$ cat src/hw/ccu_pkg.sv
// capture/compare unit: register map, field positions, mode encodings
// assumes an 8-bit register port and a 16-bit companion timer on the same clock
package ccu_pkg;

  // ************************************************
  // register map (byte addresses on the plain port)
  // ************************************************
  localparam int CCU_AW = 3;
  localparam int CCU_DW = 8;
  localparam logic [2:0] CCU_CTRL_ADDR = 3'h0; // unit_control_reg
  localparam logic [2:0] CCU_MLO_ADDR = 3'h1; // match_value_low
  localparam logic [2:0] CCU_MHI_ADDR = 3'h2; // match_value_high
  localparam logic [2:0] CCU_IRQ_ADDR = 3'h3; // unit_irq_flag / unit_irq_enable
  localparam logic [2:0] CCU_CFG_ADDR = 3'h4; // adc source select, status

  // ************************************************
  // field positions and reset values
  // ************************************************
  localparam int CCU_EN_BIT = 7;
  localparam int CCU_OUT_BIT = 5;
  localparam int CCU_MODE_LSB = 0;
  localparam int CCU_FLAG_BIT = 0;
  localparam int CCU_IE_BIT = 1;
  localparam int CCU_ADCSEL_BIT = 0;
  localparam int CCU_HOLD_BIT = 1;
  localparam logic [7:0] CCU_REG_RST = 8'h00;
  localparam logic [15:0] CCU_MATCH_RST = 16'h0000;
  localparam logic [3:0] CCU_PRE_RST = 4'h0;

  // ************************************************
  // unit_mode_select encodings
  // ************************************************
  localparam logic [3:0] CCU_M_OFF = 4'h0;
  localparam logic [3:0] CCU_M_TOG_RST = 4'h1; // toggle, reset timer
  localparam logic [3:0] CCU_M_TOG = 4'h2;
  localparam logic [3:0] CCU_M_CAP_ANY = 4'h3; // every edge
  localparam logic [3:0] CCU_M_CAP_FALL = 4'h4;
  localparam logic [3:0] CCU_M_CAP_RISE = 4'h5;
  localparam logic [3:0] CCU_M_CAP_4 = 4'h6; // every 4th rising
  localparam logic [3:0] CCU_M_CAP_16 = 4'h7; // every 16th rising
  localparam logic [3:0] CCU_M_SET = 4'h8;
  localparam logic [3:0] CCU_M_CLR = 4'h9;
  localparam logic [3:0] CCU_M_SWI = 4'hA; // software interrupt, output latch untouched
  localparam logic [3:0] CCU_M_TRIG = 4'hB; // reset timer, output latch untouched; conversion only if adc source selected

  // prescaler terminal counts and count step
  localparam logic [3:0] CCU_PRE_LAST4 = 4'h3;
  localparam logic [3:0] CCU_PRE_LAST16 = 4'hF;
  localparam logic [3:0] CCU_PRE_ONE = 4'h1;

endpackage : ccu_pkg

$ cat src/hw/ccu_top.sv
// capture/compare unit beside a companion 16-bit timer
// assumes timer count, sleep and timer clock source arrive on clk; unit pin is asynchronous
//
// The address map and the strobed register port are this design's own decisions.
`timescale 1ns/1ns

// Function
// - mode change may raise spurious flag
// - mode field selects capture prescaler
// - prescaler cleared when off, non-capture, reset
// - prescaler switch keeps count; clear control first
// - timer holds count in sleep unless externally clocked, resumes
// - capture works in sleep with external clock
// - compare match value against timer count
// - match toggles, sets, clears, triggers or interrupts
// - every match sets flag, may request conversion
// - clearing control forces output latch low
// - unit output also offered to peripherals
// - match with adc source selected issues conversion trigger
// - changed match value cancels timer reset
// - compare in sleep only if timer runs
module ccu_top
  import ccu_pkg::*;
(
  // clock and reset
  input wire logic clk,
  input wire logic rstn,
  // register port
  input wire logic [CCU_AW-1:0] addr,
  input wire logic [CCU_DW-1:0] wdata,
  input wire logic wr,
  input wire logic rd,
  output logic [CCU_DW-1:0] rdata,
  // companion timer
  input wire logic [15:0] timer_count,
  input wire logic timer_ext_clk,
  output logic timer_reset,
  output logic timer_hold,
  // power state
  input wire logic sleep,
  output logic wake_req,
  // capture input and compare output
  input wire logic unit_pin_in,
  output logic unit_out,
  // system events
  output logic unit_irq_flag,
  output logic adc_trigger
);

  // ************************************************
  // mode decoding
  // ************************************************
  function automatic logic ccu_is_cap(input logic [3:0] m);
    ccu_is_cap = (m >= CCU_M_CAP_ANY) && (m <= CCU_M_CAP_16);
  endfunction : ccu_is_cap

  function automatic logic ccu_is_cmp(input logic [3:0] m);
    ccu_is_cmp = (m == CCU_M_TOG_RST) || (m == CCU_M_TOG) || ((m >= CCU_M_SET) && (m <= CCU_M_TRIG));
  endfunction : ccu_is_cmp

  // ************************************************
  // state
  // ************************************************
  logic [7:0] ctrl, next_ctrl;
  logic [15:0] match_val, next_match_val;
  logic irq_en, next_irq_en;
  logic adc_sel, next_adc_sel;
  logic [3:0] pre_cnt, next_pre_cnt;
  logic pin_s1, pin_s2, pin_s3;
  logic pin_level, next_pin_level;
  logic match_q, next_match_q;
  logic reset_pend, next_reset_pend;
  logic next_unit_out, next_flag, next_adc_trigger, next_timer_reset;
  logic next_wake_req, next_timer_hold;
  logic [CCU_DW-1:0] next_rdata;

  logic [3:0] mode;
  logic enabled;
  logic timer_runs;
  logic pin_rise, pin_fall;
  logic match_now, match_evt, cap_evt, edge_ok;

  assign mode = ctrl[CCU_MODE_LSB +: 4];
  assign enabled = ctrl[CCU_EN_BIT];
  // system clock stops in sleep; only an external timer clock keeps things moving
  assign timer_runs = !sleep || timer_ext_clk;

  // ************************************************
  // pin synchroniser: three flops, accept once 2nd and 3rd agree
  // ************************************************
  always_ff @(posedge clk or negedge rstn)
  begin
    if (!rstn)
    begin
      pin_s1 <= 1'b0;
      pin_s2 <= 1'b0;
      pin_s3 <= 1'b0;
    end
    else
    begin
      pin_s1 <= unit_pin_in;
      pin_s2 <= pin_s1;
      pin_s3 <= pin_s2;
    end
  end

  // ************************************************
  // next-state logic
  // ************************************************
  always_comb
  begin
    // pin edges from the agreed level
    next_pin_level = (pin_s2 == pin_s3) ? pin_s3 : pin_level;
    pin_rise = next_pin_level && !pin_level;
    pin_fall = !next_pin_level && pin_level;

    // capture edge qualification and prescaling
    cap_evt = 1'b0;
    next_pre_cnt = pre_cnt;
    case (mode)
      CCU_M_CAP_ANY: edge_ok = pin_rise || pin_fall;
      CCU_M_CAP_FALL: edge_ok = pin_fall;
      default: edge_ok = pin_rise;
    endcase
    if (!enabled || !ccu_is_cap(mode))
      next_pre_cnt = CCU_PRE_RST;
    else if (edge_ok && timer_runs)
    begin
      // a prescaler switch keeps the old count on purpose: one odd capture is possible
      case (mode)
        CCU_M_CAP_4:
        begin
          cap_evt = (pre_cnt >= CCU_PRE_LAST4);
          next_pre_cnt = cap_evt ? CCU_PRE_RST : pre_cnt + CCU_PRE_ONE;
        end
        CCU_M_CAP_16:
        begin
          cap_evt = (pre_cnt == CCU_PRE_LAST16);
          next_pre_cnt = cap_evt ? CCU_PRE_RST : pre_cnt + CCU_PRE_ONE;
        end
        default: cap_evt = 1'b1;
      endcase
    end

    // compare: one event per arrival of equality
    match_now = enabled && ccu_is_cmp(mode) && timer_runs && (timer_count == match_val);
    match_evt = match_now && !match_q;
    next_match_q = match_now;

    // software register writes
    next_ctrl = ctrl;
    next_match_val = match_val;
    next_irq_en = irq_en;
    next_adc_sel = adc_sel;
    next_flag = unit_irq_flag;
    next_unit_out = unit_out;
    if (wr)
    begin
      case (addr)
        CCU_CTRL_ADDR: next_ctrl = wdata & 8'h8F;
        CCU_MLO_ADDR: next_match_val[7:0] = wdata;
        CCU_MHI_ADDR: next_match_val[15:8] = wdata;
        CCU_IRQ_ADDR:
        begin
          next_flag = wdata[CCU_FLAG_BIT];
          next_irq_en = wdata[CCU_IE_BIT];
        end
        CCU_CFG_ADDR: next_adc_sel = wdata[CCU_ADCSEL_BIT];
        default: next_ctrl = ctrl;
      endcase
    end

    // capture copies the timer; hardware beats software on the same edge
    if (cap_evt)
    begin
      next_match_val = timer_count;
      next_flag = 1'b1;
    end

    // compare actions on the output latch
    if (match_evt)
    begin
      next_flag = 1'b1;
      case (mode)
        CCU_M_TOG_RST, CCU_M_TOG: next_unit_out = !unit_out;
        CCU_M_SET: next_unit_out = 1'b1;
        CCU_M_CLR: next_unit_out = 1'b0;
        default: next_unit_out = unit_out;
      endcase
    end

    // clearing control beats a match on the same edge, so the latch reads low afterwards
    if (wr && (addr == CCU_CTRL_ADDR) && (wdata == CCU_REG_RST))
      next_unit_out = 1'b0;

    // conversion trigger now, timer reset one edge later if still matching
    next_adc_trigger = match_evt && adc_sel;
    next_reset_pend = match_evt && ((mode == CCU_M_TOG_RST) || (mode == CCU_M_TRIG));
    next_timer_reset = reset_pend && match_now;

    // sleep side effects
    next_timer_hold = sleep && !timer_ext_clk;
    next_wake_req = sleep && irq_en && next_flag;

    // read path, data valid the cycle after the strobe
    next_rdata = CCU_REG_RST;
    if (rd)
    begin
      case (addr)
        CCU_CTRL_ADDR: next_rdata = ctrl | (8'(unit_out) << CCU_OUT_BIT);
        CCU_MLO_ADDR: next_rdata = match_val[7:0];
        CCU_MHI_ADDR: next_rdata = match_val[15:8];
        CCU_IRQ_ADDR: next_rdata = (8'(irq_en) << CCU_IE_BIT) | (8'(unit_irq_flag) << CCU_FLAG_BIT);
        CCU_CFG_ADDR: next_rdata = (8'(timer_hold) << CCU_HOLD_BIT) | (8'(adc_sel) << CCU_ADCSEL_BIT);
        default: next_rdata = CCU_REG_RST;
      endcase
    end
  end

  // ************************************************
  // registers
  // ************************************************
  always_ff @(posedge clk or negedge rstn)
  begin
    if (!rstn)
    begin
      ctrl <= CCU_REG_RST;
      match_val <= CCU_MATCH_RST;
      irq_en <= 1'b0;
      adc_sel <= 1'b0;
      pre_cnt <= CCU_PRE_RST;
      pin_level <= 1'b0;
      match_q <= 1'b0;
      reset_pend <= 1'b0;
      unit_out <= 1'b0;
      unit_irq_flag <= 1'b0;
      adc_trigger <= 1'b0;
      timer_reset <= 1'b0;
      timer_hold <= 1'b0;
      wake_req <= 1'b0;
      rdata <= CCU_REG_RST;
    end
    else
    begin
      ctrl <= next_ctrl;
      match_val <= next_match_val;
      irq_en <= next_irq_en;
      adc_sel <= next_adc_sel;
      pre_cnt <= next_pre_cnt;
      pin_level <= next_pin_level;
      match_q <= next_match_q;
      reset_pend <= next_reset_pend;
      unit_out <= next_unit_out;
      unit_irq_flag <= next_flag;
      adc_trigger <= next_adc_trigger;
      timer_reset <= next_timer_reset;
      timer_hold <= next_timer_hold;
      wake_req <= next_wake_req;
      rdata <= next_rdata;
    end
  end

  // ************************************************
  // checks
  // ************************************************
  pre_clear_a: assert property (@(posedge clk) disable iff (!rstn)
    (!enabled || !ccu_is_cap(mode)) |=> (pre_cnt == CCU_PRE_RST))
    else $error("prescaler not cleared outside capture");

  pre_range_a: assert property (@(posedge clk) disable iff (!rstn)
    (enabled && mode == CCU_M_CAP_4) |-> (pre_cnt <= CCU_PRE_LAST4))
    else $error("divide-by-four prescaler overran");

  cap_copy_a: assert property (@(posedge clk) disable iff (!rstn)
    cap_evt |=> (match_val == $past(timer_count)) && unit_irq_flag)
    else $error("capture did not copy timer or set flag");

  match_flag_a: assert property (@(posedge clk) disable iff (!rstn)
    match_evt |=> unit_irq_flag)
    else $error("compare match left flag clear");

  toggle_out_a: assert property (@(posedge clk) disable iff (!rstn)
    (match_evt && (mode == CCU_M_TOG) && !wr) |=> (unit_out != $past(unit_out)))
    else $error("toggle mode did not toggle output");

  set_clr_a: assert property (@(posedge clk) disable iff (!rstn)
    (match_evt && !wr && (mode == CCU_M_SET || mode == CCU_M_CLR)) |=> (unit_out == (mode == CCU_M_SET)))
    else $error("set or clear action wrong");

  ctrl_clear_a: assert property (@(posedge clk) disable iff (!rstn)
    (wr && addr == CCU_CTRL_ADDR && wdata == CCU_REG_RST) |=> !unit_out ##1 !unit_out)
    else $error("clearing control left output high");

  adc_trig_a: assert property (@(posedge clk) disable iff (!rstn)
    (match_evt && adc_sel) |=> (adc_trigger && unit_irq_flag) ##1 !adc_trigger)
    else $error("conversion trigger missing or too long");

  reset_cancel_a: assert property (@(posedge clk) disable iff (!rstn)
    (reset_pend && !match_now) |=> !timer_reset)
    else $error("timer reset issued after match value moved");

  sleep_stop_a: assert property (@(posedge clk) disable iff (!rstn)
    (sleep && !timer_ext_clk) |-> !match_evt && !cap_evt)
    else $error("event while timer stopped in sleep");

  hold_a: assert property (@(posedge clk) disable iff (!rstn)
    (sleep && !timer_ext_clk) [*2] |-> timer_hold)
    else $error("timer hold not raised in sleep");

endmodule : ccu_top

$ cat config.mk
export PLATFORM = sky130hd
export DESIGN_NAME = ccu_top
export DESIGN_NICKNAME = d
export VERILOG_FILES = /design/src/hw/ccu_pkg.sv /design/src/hw/ccu_top.sv
export SDC_FILE = /design/constraint.sdc
export NUM_CORES = 1
export LEC_CHECK = 0
export BUFFER_PORTS_ARGS = -buffer_cell sky130_fd_sc_hd__buf_2
export CORE_ASPECT_RATIO = 1.75
export CORE_MARGIN = 1.5
export CORE_UTILIZATION = 45
export DETAILED_ROUTE_END_ITERATION = 12
export PLACE_DENSITY_LB_ADDON = 0.05
export RECOVER_POWER = 100
export SYNTH_ARGS = -nofsm -noshare
export SYNTH_HDL_FRONTEND = slang
export SYNTH_SLANG_ARGS = --single-unit
$ cat constraint.sdc
create_clock -name clk -period 2.6 [get_ports clk]
set_input_delay 0.13 -clock clk [delete_from_list [all_inputs] [get_ports clk]]
set_output_delay 0.13 -clock clk [all_outputs]
set_load 0.02 [all_outputs]
# [After elaboration in Yosys (flattened, before gate mapping)]
# Index checks and enable logic that the tools add are counted.
[op_classes] add_sub_neg=1 mul=0 n_div=0 order_cmp=5 n_eq_ne=16 n_shift=0 muxes=23 n_bitwise=3 n_reduce_logical=48
[op_table] operator="case mux 8 bit (5 select lines)" n=1
[op_table] operator="2-to-1 mux 16 bit" n=2
[op_table] operator="2-to-1 mux 8 bit" n=3
[op_table] operator="logical AND 1 bit" n=17
[op_table] operator="== test 16 bit" n=1
[op_table] operator="== test 4 bit, second input constant" n=4
[op_table] operator="2-to-1 mux 4 bit" n=4
[op_table] operator="AND reduction 2 bit" n=7
[op_table] operator="== test 4 x 3 -> 1 bit, second input constant" n=3
[op_table] operator="nonzero test 2 bit" n=5
[op_table] operator="2-to-1 mux 1 bit" n=9
[op_table] operator="== test 4 x 2 -> 1 bit, second input constant" n=2
[op_table] operator="greater-or-equal comparator 4 x 2 -> 1 bit, second input constant" n=2
[op_table] operator="zero test 1 bit" n=8
[op_table] operator="zero test 8 bit" n=1
[op_table] operator="OR 8 x 6 -> 8 bit" n=1
[op_table] operator="case mux 4 bit (2 select lines)" n=1
[op_table] operator="== test 3 x 2 -> 1 bit, second input constant" n=2
[op_table] operator="logical OR 1 bit" n=6
[op_table] operator="adder 4 x 1 -> 4 bit, second input constant" n=1
[op_table] operator="== test 4 x 1 -> 1 bit, second input constant" n=1
[op_table] operator="greater-or-equal comparator 4 bit, second input constant" n=1
[op_table] operator="<= comparator 4 x 3 -> 1 bit, second input constant" n=1
[op_table] operator="<= comparator 4 bit, second input constant" n=1
[op_table] operator="10 further kinds" n=12
[word_totals] register_bits=47 latchBits=0 ramBits=0 romBits=0 inputBits=34 output_inout_bits=14 word_cells=115 n_memories=0

# [Longest topological paths before layout]
# Gate-level depths: netlist of run 1.
[depth] ltp_word=12 mapped_depth=10 mapped_depth_nobuf=8

# [Worst setup path after synthesis of run 1]
# No wires, ideal clock.
[synth_timing] path_type="register to register" start="reg pin_level" end="reg match_val[10]" setup_ns=0.125 arrival_time_ns=1.980 required_time_ns=2.475 setup_slack_ns=0.494 stages_incl_launch_ff=10 synth_period_minus_slack_ns=2.106 cell_sequence="dfrtp_1 -> a21o_1 -> o21a_1 -> ha_1 -> o21ai_0 -> nand2_1 -> a211o_1 -> buf_6 -> buf_6 -> mux2_4"
[synth_via] elab_chain_cells=10 word_cells_on_any_way=14
[synth_rtl] element="start: declaration" line="ccu_top.sv:70" rtl="logic pin_level, next_pin_level;"
[synth_rtl] element="start signal: assignment" line="ccu_top.sv:250" rtl="pin_level <= next_pin_level;"
[synth_rtl] element="2-to-1 mux 1 bit *" line="ccu_top.sv:113" rtl="next_pin_level = (pin_s2 == pin_s3) ? pin_s3 : pin_level;"
[synth_rtl] element="net next_pin_level" line="ccu_top.sv:70"
[synth_rtl] element="zero test 1 bit" line="ccu_top.sv:115" rtl="pin_fall = !next_pin_level && pin_level;"
[synth_rtl] element="logical AND 1 bit" line="ccu_top.sv:115"
[synth_rtl] element="logical OR 1 bit" line="ccu_top.sv:121" rtl="CCU_M_CAP_ANY: edge_ok = pin_rise || pin_fall;"
[synth_rtl] element="case mux 1 bit (2 select lines) *" line="ccu_top.sv:120" rtl="case (mode)"
[synth_rtl] element="logical AND 1 bit *" line="ccu_top.sv:127" rtl="else if (edge_ok && timer_runs)"
[synth_rtl] element="2-to-1 mux 1 bit *" line="ccu_top.sv:127"
[synth_rtl] element="2-to-1 mux 1 bit *" line="ccu_top.sv:125" rtl="if (!enabled || !ccu_is_cap(mode))"
[synth_rtl] element="nonzero test 2 bit (no line)"
[synth_rtl] element="AND reduction 2 bit (no line)"
[synth_rtl] element="end signal: assignment" line="ccu_top.sv:246" rtl="match_val <= next_match_val;"
[synth_rtl] element="end: declaration" line="ccu_top.sv:65" rtl="logic [15:0] match_val, next_match_val;"
# The timed path passes the listed nets; every way through them passes the cells marked *.
# A chain may end at the register's enable or synchronous reset.

# [Worst setup path after layout of run 1]
[layout_timing] start="reg pin_level" end="reg match_val[4]"
# Same word-level chain as after synthesis.

==> flow_metrics.tcl, run 1 <==
set metrics [dict create \
    status "completed" \
    internal_power_uw 1470 \
    synth_top_family_by_area "multiplexers" \
    p_clk_frac 0.197 \
    synth_cell_types 45 \
    io_buffers 47 \
    drv_cap 0 \
    synth_area_leaders "dfrtp_1, mux2_2, xor2_1, mux2_4, nor2_1" \
    crit_chain "a21o_1 -> o21a_1 -> ha_1 -> o21ai_0 -> nand2_1 -> a211o_1 -> buf_4 -> mux2_1" \
    synth_simple_gate_area_frac 0.142 \
    switchingPower_uw 735 \
    finalHoldViolCount 0 \
    netlist_top_cells_count "dfrtp_1, mux2_2, nor2_1" \
    layout_setup_ws_ns 0.411 \
    synthMuxAreaShare 0.217 \
    numCtsBuffers 5 \
    drt_wl_total_um 5710 \
    clk_pin_slew_ns 0.09 \
    h-tree-depth 2 \
    cp-end-kind "flop" \
    rsz0062_at_grt "false" \
    drtIter0Drc 86 \
    hold_start "sleep" \
    drc 0 \
    worst_pin_slew_ns 1.43 \
    r2r_start "pin_level$_DFF_PN0_" \
    crit_start "pin_level$_DFF_PN0_" \
    avgSynthCellArea_um2 11.2 \
    switching_share 0.333 \
    p_leak_uw 0.00130 \
    synthAdderAreaFrac 0.0145 \
    drive_above_1_share 0.269 \
    cts-root-buf "clkbuf_8" \
    cts_buffer_depth 2 \
    finalCritPeriodShare 0.842 \
    post_cts.repair.setup_buffers 0 \
    synthesis.instances 232 \
    path_max_fanout 18 \
    seqPwrFrac 0.496 \
    grt_pass1_vias 1869 \
    yosysWarningCount 0 \
    worstPathArrival_ns 2.38 \
    ys_ff_latch 47 \
    setup_violations 0 \
    ys_seq_area_frac 0.454 \
    rows 36 \
    grt-ovfl-total 0 \
    fp.dieArea_um2 6230 \
    worst-r2r-cell-count 8 \
    grt_max_degree 28 \
    area.growth.synth_to_final_pct 13.2 \
    p_comb_frac 0.307 \
    synth_area_um2 2590 \
    die_w_um 60.3 \
    yosysMostFrequentCell "dfrtp_1" \
    antenna_left 0 \
    maxClockFrequency_mhz 457 \
    startpoint_type "flop" \
    dieHeight_um 103 \
    yosysTopAreaCell "dfrtp_1" \
    final_nets 319 \
    postSynth.asyncResetShare 1.00 \
    max-vdd-ir-drop_mv 0.425 \
    relSlewSlack 0.0481 \
    synth_edf_count 0 \
    synth_top_cell_area_share 0.454 \
    critical-path-max-stage-delay_ns 0.42 \
    design.core.area_um2 5540 \
    place_ws_ns 0.421 \
    num_vias 1851 \
    tns_ns 0 \
    cts_tree "built" \
    dr.pass1.iters 4 \
    min_period_ns 2.19 \
    io_pins 48 \
    post-route-util 0.529 \
    num_antenna_cells 0 \
    grt_first_pass_wirelength_um 9140 \
    synth.net_count 269 \
    finClkSkew_ns 0.00681 \
    start_util 0.467 \
    hp-class "primary input to flop" \
    gp_congestion 0.820 \
    wire_per_inst_um 15.9 \
    crit_required_ns 2.79 \
    whs_path_depth 3 \
    clk-insertion-delay-late_ns 0.30 \
    criticalPathCategory "flop to flop" \
    dominantRegCellSynth "dfrtp_1" \
    dpl.hpwl_um 4480 \
    grt.total_usage 0.200 \
    crit_slowest_cell "dfrtp_1" \
    synthXorXnorAreaFrac 0.0609 \
    clock-sinks 47 \
    grt_antenna_before_repair 0 \
    power_density_nw_per_um2 753 \
    synth_compound_area_frac 0.0807 \
    drv_slew 0 \
    vias_per_cell 5.16 \
]
## per-layer routing
layer	global-route usage	up-vias	routed length, um
met5	0	-	0
met4	0.0701	0	110
met3	0.0299	8	148
met2	0.374	35	3110
met1	0.223	889	2340
li1	-	919	-
## worst max-delay path, delay by kind of cell, from the launching register on
family | cells | cell delay (ns)
adder cells (fa/ha/maj) | 1 | 0.27
flip-flops | 1 | 0.42
AO/OA/AOI/OAI | 4 | 0.76
AND/OR/NAND/NOR | 1 | 0.07
buffers and inverters | 1 | 0.21
multiplexers | 1 | 0.34
## cell families after synthesis
| logic type | count (synthesis) |
|---|---|
| muxes | 46 |
| and+or+nand+nor | 71 |
| xor gates and xnor gates | 18 |
| adders and majority gates | 3 |
| DFF | 47 |
| AOI/OAI and AO/OA | 32 |
| buffers and inverters | 15 |
## cell type report
| class | instances | area [um2] |
|---|---|---|
| repair buffers | 52 | 250 |
| fillers | 568 | 2610 |
| inverters | 6 | 22.5 |
| well taps | 76 | 95.1 |
| flip-flops and latches | 47 | 1180 |
| multi-input cells | 170 | 1300 |
| clock inverters | 3 | 15.0 |
| clock buffers | 5 | 68.8 |
## worst paths after layout
check | endpoint | slack, ns
setup / recovery | match_val[4]$_DFFE_PN0P_ | 0.41
min in group asynchronous | rdata[1]$_DFF_PN0_ | 0.69
max in group asynchronous | rdata[5]$_DFF_PN0_ | 0.66
hold / removal | wake_req$_DFF_PN0_ | 0.04
setup reg to reg | match_val[4]$_DFFE_PN0P_ | 0.41
hold reg to reg | pin_s2$_DFF_PN0_ | 0.36
## sequential cells by signal, summed over array words and instances, names as in the netlist, 4 cells and up
name,count
rdata,8
ctrl,5
pre_cnt,4
match_val,16
## power by group through the flow
stage / Combinational, uW / Clock, uW / Sequential, uW
after detailed placement: 743 / 0 / 1110
final: 677 / 434 / 1100
after CTS: 748 / 441 / 1100
after global routing: 758 / 470 / 1130
after floorplan: 579 / 0 / 1070
after global placement: 732 / 0 / 1100
## through the flow
step           hold WS (ns)  total power, uW  instance area, um2  std cells
6_report             0.0400             2210                2930        359
5_1_grt              0.0358             2360                2930        359
4_1_cts              0.0398             2280                2990        359
3_5_place_dp          0.171             1850                2890        349
3_3_place_gp          0.171             1840                2890        349
2_1_floorplan        -0.166             1650                2590        232
## layout by cell type (no fill, tap or decap), drive strengths merged, types with 10 or more instances in the layout
master	n
xor2	16
nor2	20
nand3	10
mux2	38
a21oi	10
buf	32
clkbuf	23
nand2	12
dfrtp	47
## what timing repair did
action,4_1_cts,5_1_grt
endpoints found under the setup margin,0,0
hold endpoints to repair,26,0
resized for setup,0,0
hold buffers,2,0
(Power assumes the default switching activity.)
==> run 2: changes to the inputs <==
==> constraint.sdc (replaced) <==
create_clock -name clk -period 2.3 [get_ports clk]
set_input_delay 0.115 -clock clk [delete_from_list [all_inputs] [get_ports clk]]
set_output_delay 0.115 -clock clk [all_outputs]
set_load 0.02 [all_outputs]
==> flow_metrics.tcl, run 2 (synthesis results as in run 1) <==
set metrics [dict create \
    numCtsBuffers 5 \
    fp.dieArea_um2 6230 \
    drive_above_1_share 0.275 \
    criticalPathCategory "flop to flop" \
    r2r_start "pin_level$_DFF_PN0_" \
    status "complete, but fails checks" \
    dpl.hpwl_um 4440 \
    reg.largest.list "match_val: 16 flops, rdata: 8 flops, ctrl: 5 flops" \
    dieHeight_um 103 \
    num_vias 1916 \
    relSlewSlack -0.0975 \
    final_cell_mix "dfrtp_1, mux2_2, buf_2, nor2_1, clkbuf_1" \
    regArea_um2 1180 \
    design.core.area_um2 5540 \
    drtIter0Drc 38 \
    h-tree-depth 2 \
    cts_buffer_depth 2 \
    drv_slew 31 \
    worstPathArrival_ns 2.35 \
    place_ws_ns 0.178 \
    hold_start "sleep" \
    drt_wl_total_um 5810 \
    reg2reg_to "match_val[9]$_DFFE_PN0P_" \
    maxClockFrequency_mhz 464 \
    grt_first_pass_wirelength_um 9300 \
    crit_required_ns 2.50 \
    cts.repair.resized 0 \
    violations "max-capacitance violations, max-slew violations" \
    finalHoldViolCount 0 \
    r2r_slack_ns 0.15 \
    gp_congestion 0.838 \
    whs_path_depth 3 \
    worst-r2r-cell-count 8 \
    io_pins 48 \
    post_cts.repair.setup_buffers 0 \
    multiInputGateArea_um2 1300 \
    vias_per_cell 5.32 \
    cp-end-kind "flop" \
    min_period_ns 2.15 \
    finalCritPeriodShare 0.936 \
    num_antenna_cells 0 \
    finClkSkew_ns 0.00983 \
    p_leak_uw 0.00133 \
    path_max_fanout 18 \
    clock-sinks 47 \
    startpoint_type "flop" \
    tns_ns 0 \
    clk-insertion-delay-late_ns 0.31 \
    largest_register_ffs 16 \
    setup_violations 0 \
    antenna_left 0 \
    post-route-util 0.542 \
    rows 36 \
    clk_pin_slew_ns 0.09 \
    top_register "match_val" \
    hp-class "primary input to flop" \
    rsz0062_at_grt "false" \
    grt_antenna_before_repair 0 \
    grt-ovfl-total 0 \
    cts-root-buf "clkbuf_8" \
    start_util 0.467 \
    grt.total_usage 0.205 \
    io_buffers 47 \
    max-vdd-ir-drop_mv 0.505 \
    cts_tree "built" \
    wire_per_inst_um 16.1 \
    final_nets 320 \
    layout_setup_ws_ns 0.147 \
    dr.pass1.iters 4 \
    drv_cap 1 \
    fillers 544 \
    worst_pin_slew_ns 1.65 \
    power_density_nw_per_um2 914 \
    drc 0 \
    grt_pass1_vias 1915 \
    grt_max_degree 31 \
    die_w_um 60.3 \
    hold_end "wake_req$_DFF_PN0_" \
    area.growth.synth_to_final_pct 16.1 \
    layout_commonest_cell "dfrtp_1" \
]
## run 2: routing by layer
metal	vias to the layer above	wire, um	track usage
met5	-	0	0
met2	37	3060	0.360
li1	924	-	-
met1	942	2420	0.239
met3	13	162	0.0311
met4	0	167	0.0906
## run 2: cell type report
| class | instances | share of cell area |
|---|---|---|
| multi-input combinational | 170 | 0.434 |
| sequential | 47 | 0.391 |
| timing repair buffer | 53 | 0.0903 |
| tap | 76 | 0.0316 |
| clock buffer | 5 | 0.0229 |
| clock inverter | 3 | 0.0225 |
| inverter | 6 | 0.00749 |
## run 2: worst max path at each step
stage,startpoint,to,slack (ns),depth (start not counted)
floorplan,pin_level$_DFF_PN0_,match_val[10]$_DFFE_PN0P_,0.19,9
detailed placement,pin_level$_DFF_PN0_,match_val[9]$_DFFE_PN0P_,0.18,8
global route,pin_level$_DFF_PN0_,match_val[10]$_DFFE_PN0P_,0.04,8
finish,pin_level$_DFF_PN0_,match_val[9]$_DFFE_PN0P_,0.15,8
global placement,pin_level$_DFF_PN0_,match_val[9]$_DFFE_PN0P_,0.20,8
CTS,pin_level$_DFF_PN0_,match_val[9]$_DFFE_PN0P_,0.16,8
## run 2: what timing repair did
action,4_1_cts,5_1_grt
hold endpoints to repair,29,0
hold buffers,2,0
endpoints found under the setup margin,0,0
## run 2: report_power, final
part	leakage [uW]	switching [uW]	internal (uW)
registers	0.000592	215	1030
logic	0.000673	341	433
clock network	0.0000644	299	433
## run 2: through the flow
step | power, uW | hold slack (ns) | area, um2 | instances
3_3_place_gp | 2080 | 0.209 | 2910 | 350
4_1_cts | 2840 | 0.0136 | 3060 | 360
3_5_place_dp | 2100 | 0.195 | 2910 | 350
6_report | 2750 | 0.0150 | 3010 | 360
2_1_floorplan | 1860 | -0.181 | 2590 | 232
5_1_grt | 2900 | 0.00856 | 3010 | 360
## run 2: worst max-delay path, stage by stage (launching register included)
cell     delay [ns]
dfrtp_1        0.42
a21o_1         0.18
o21a_1         0.12
ha_1           0.26
o21ai_0        0.15
nand2_1        0.07
a211o_1        0.35
buf_12         0.17
mux2_1         0.32
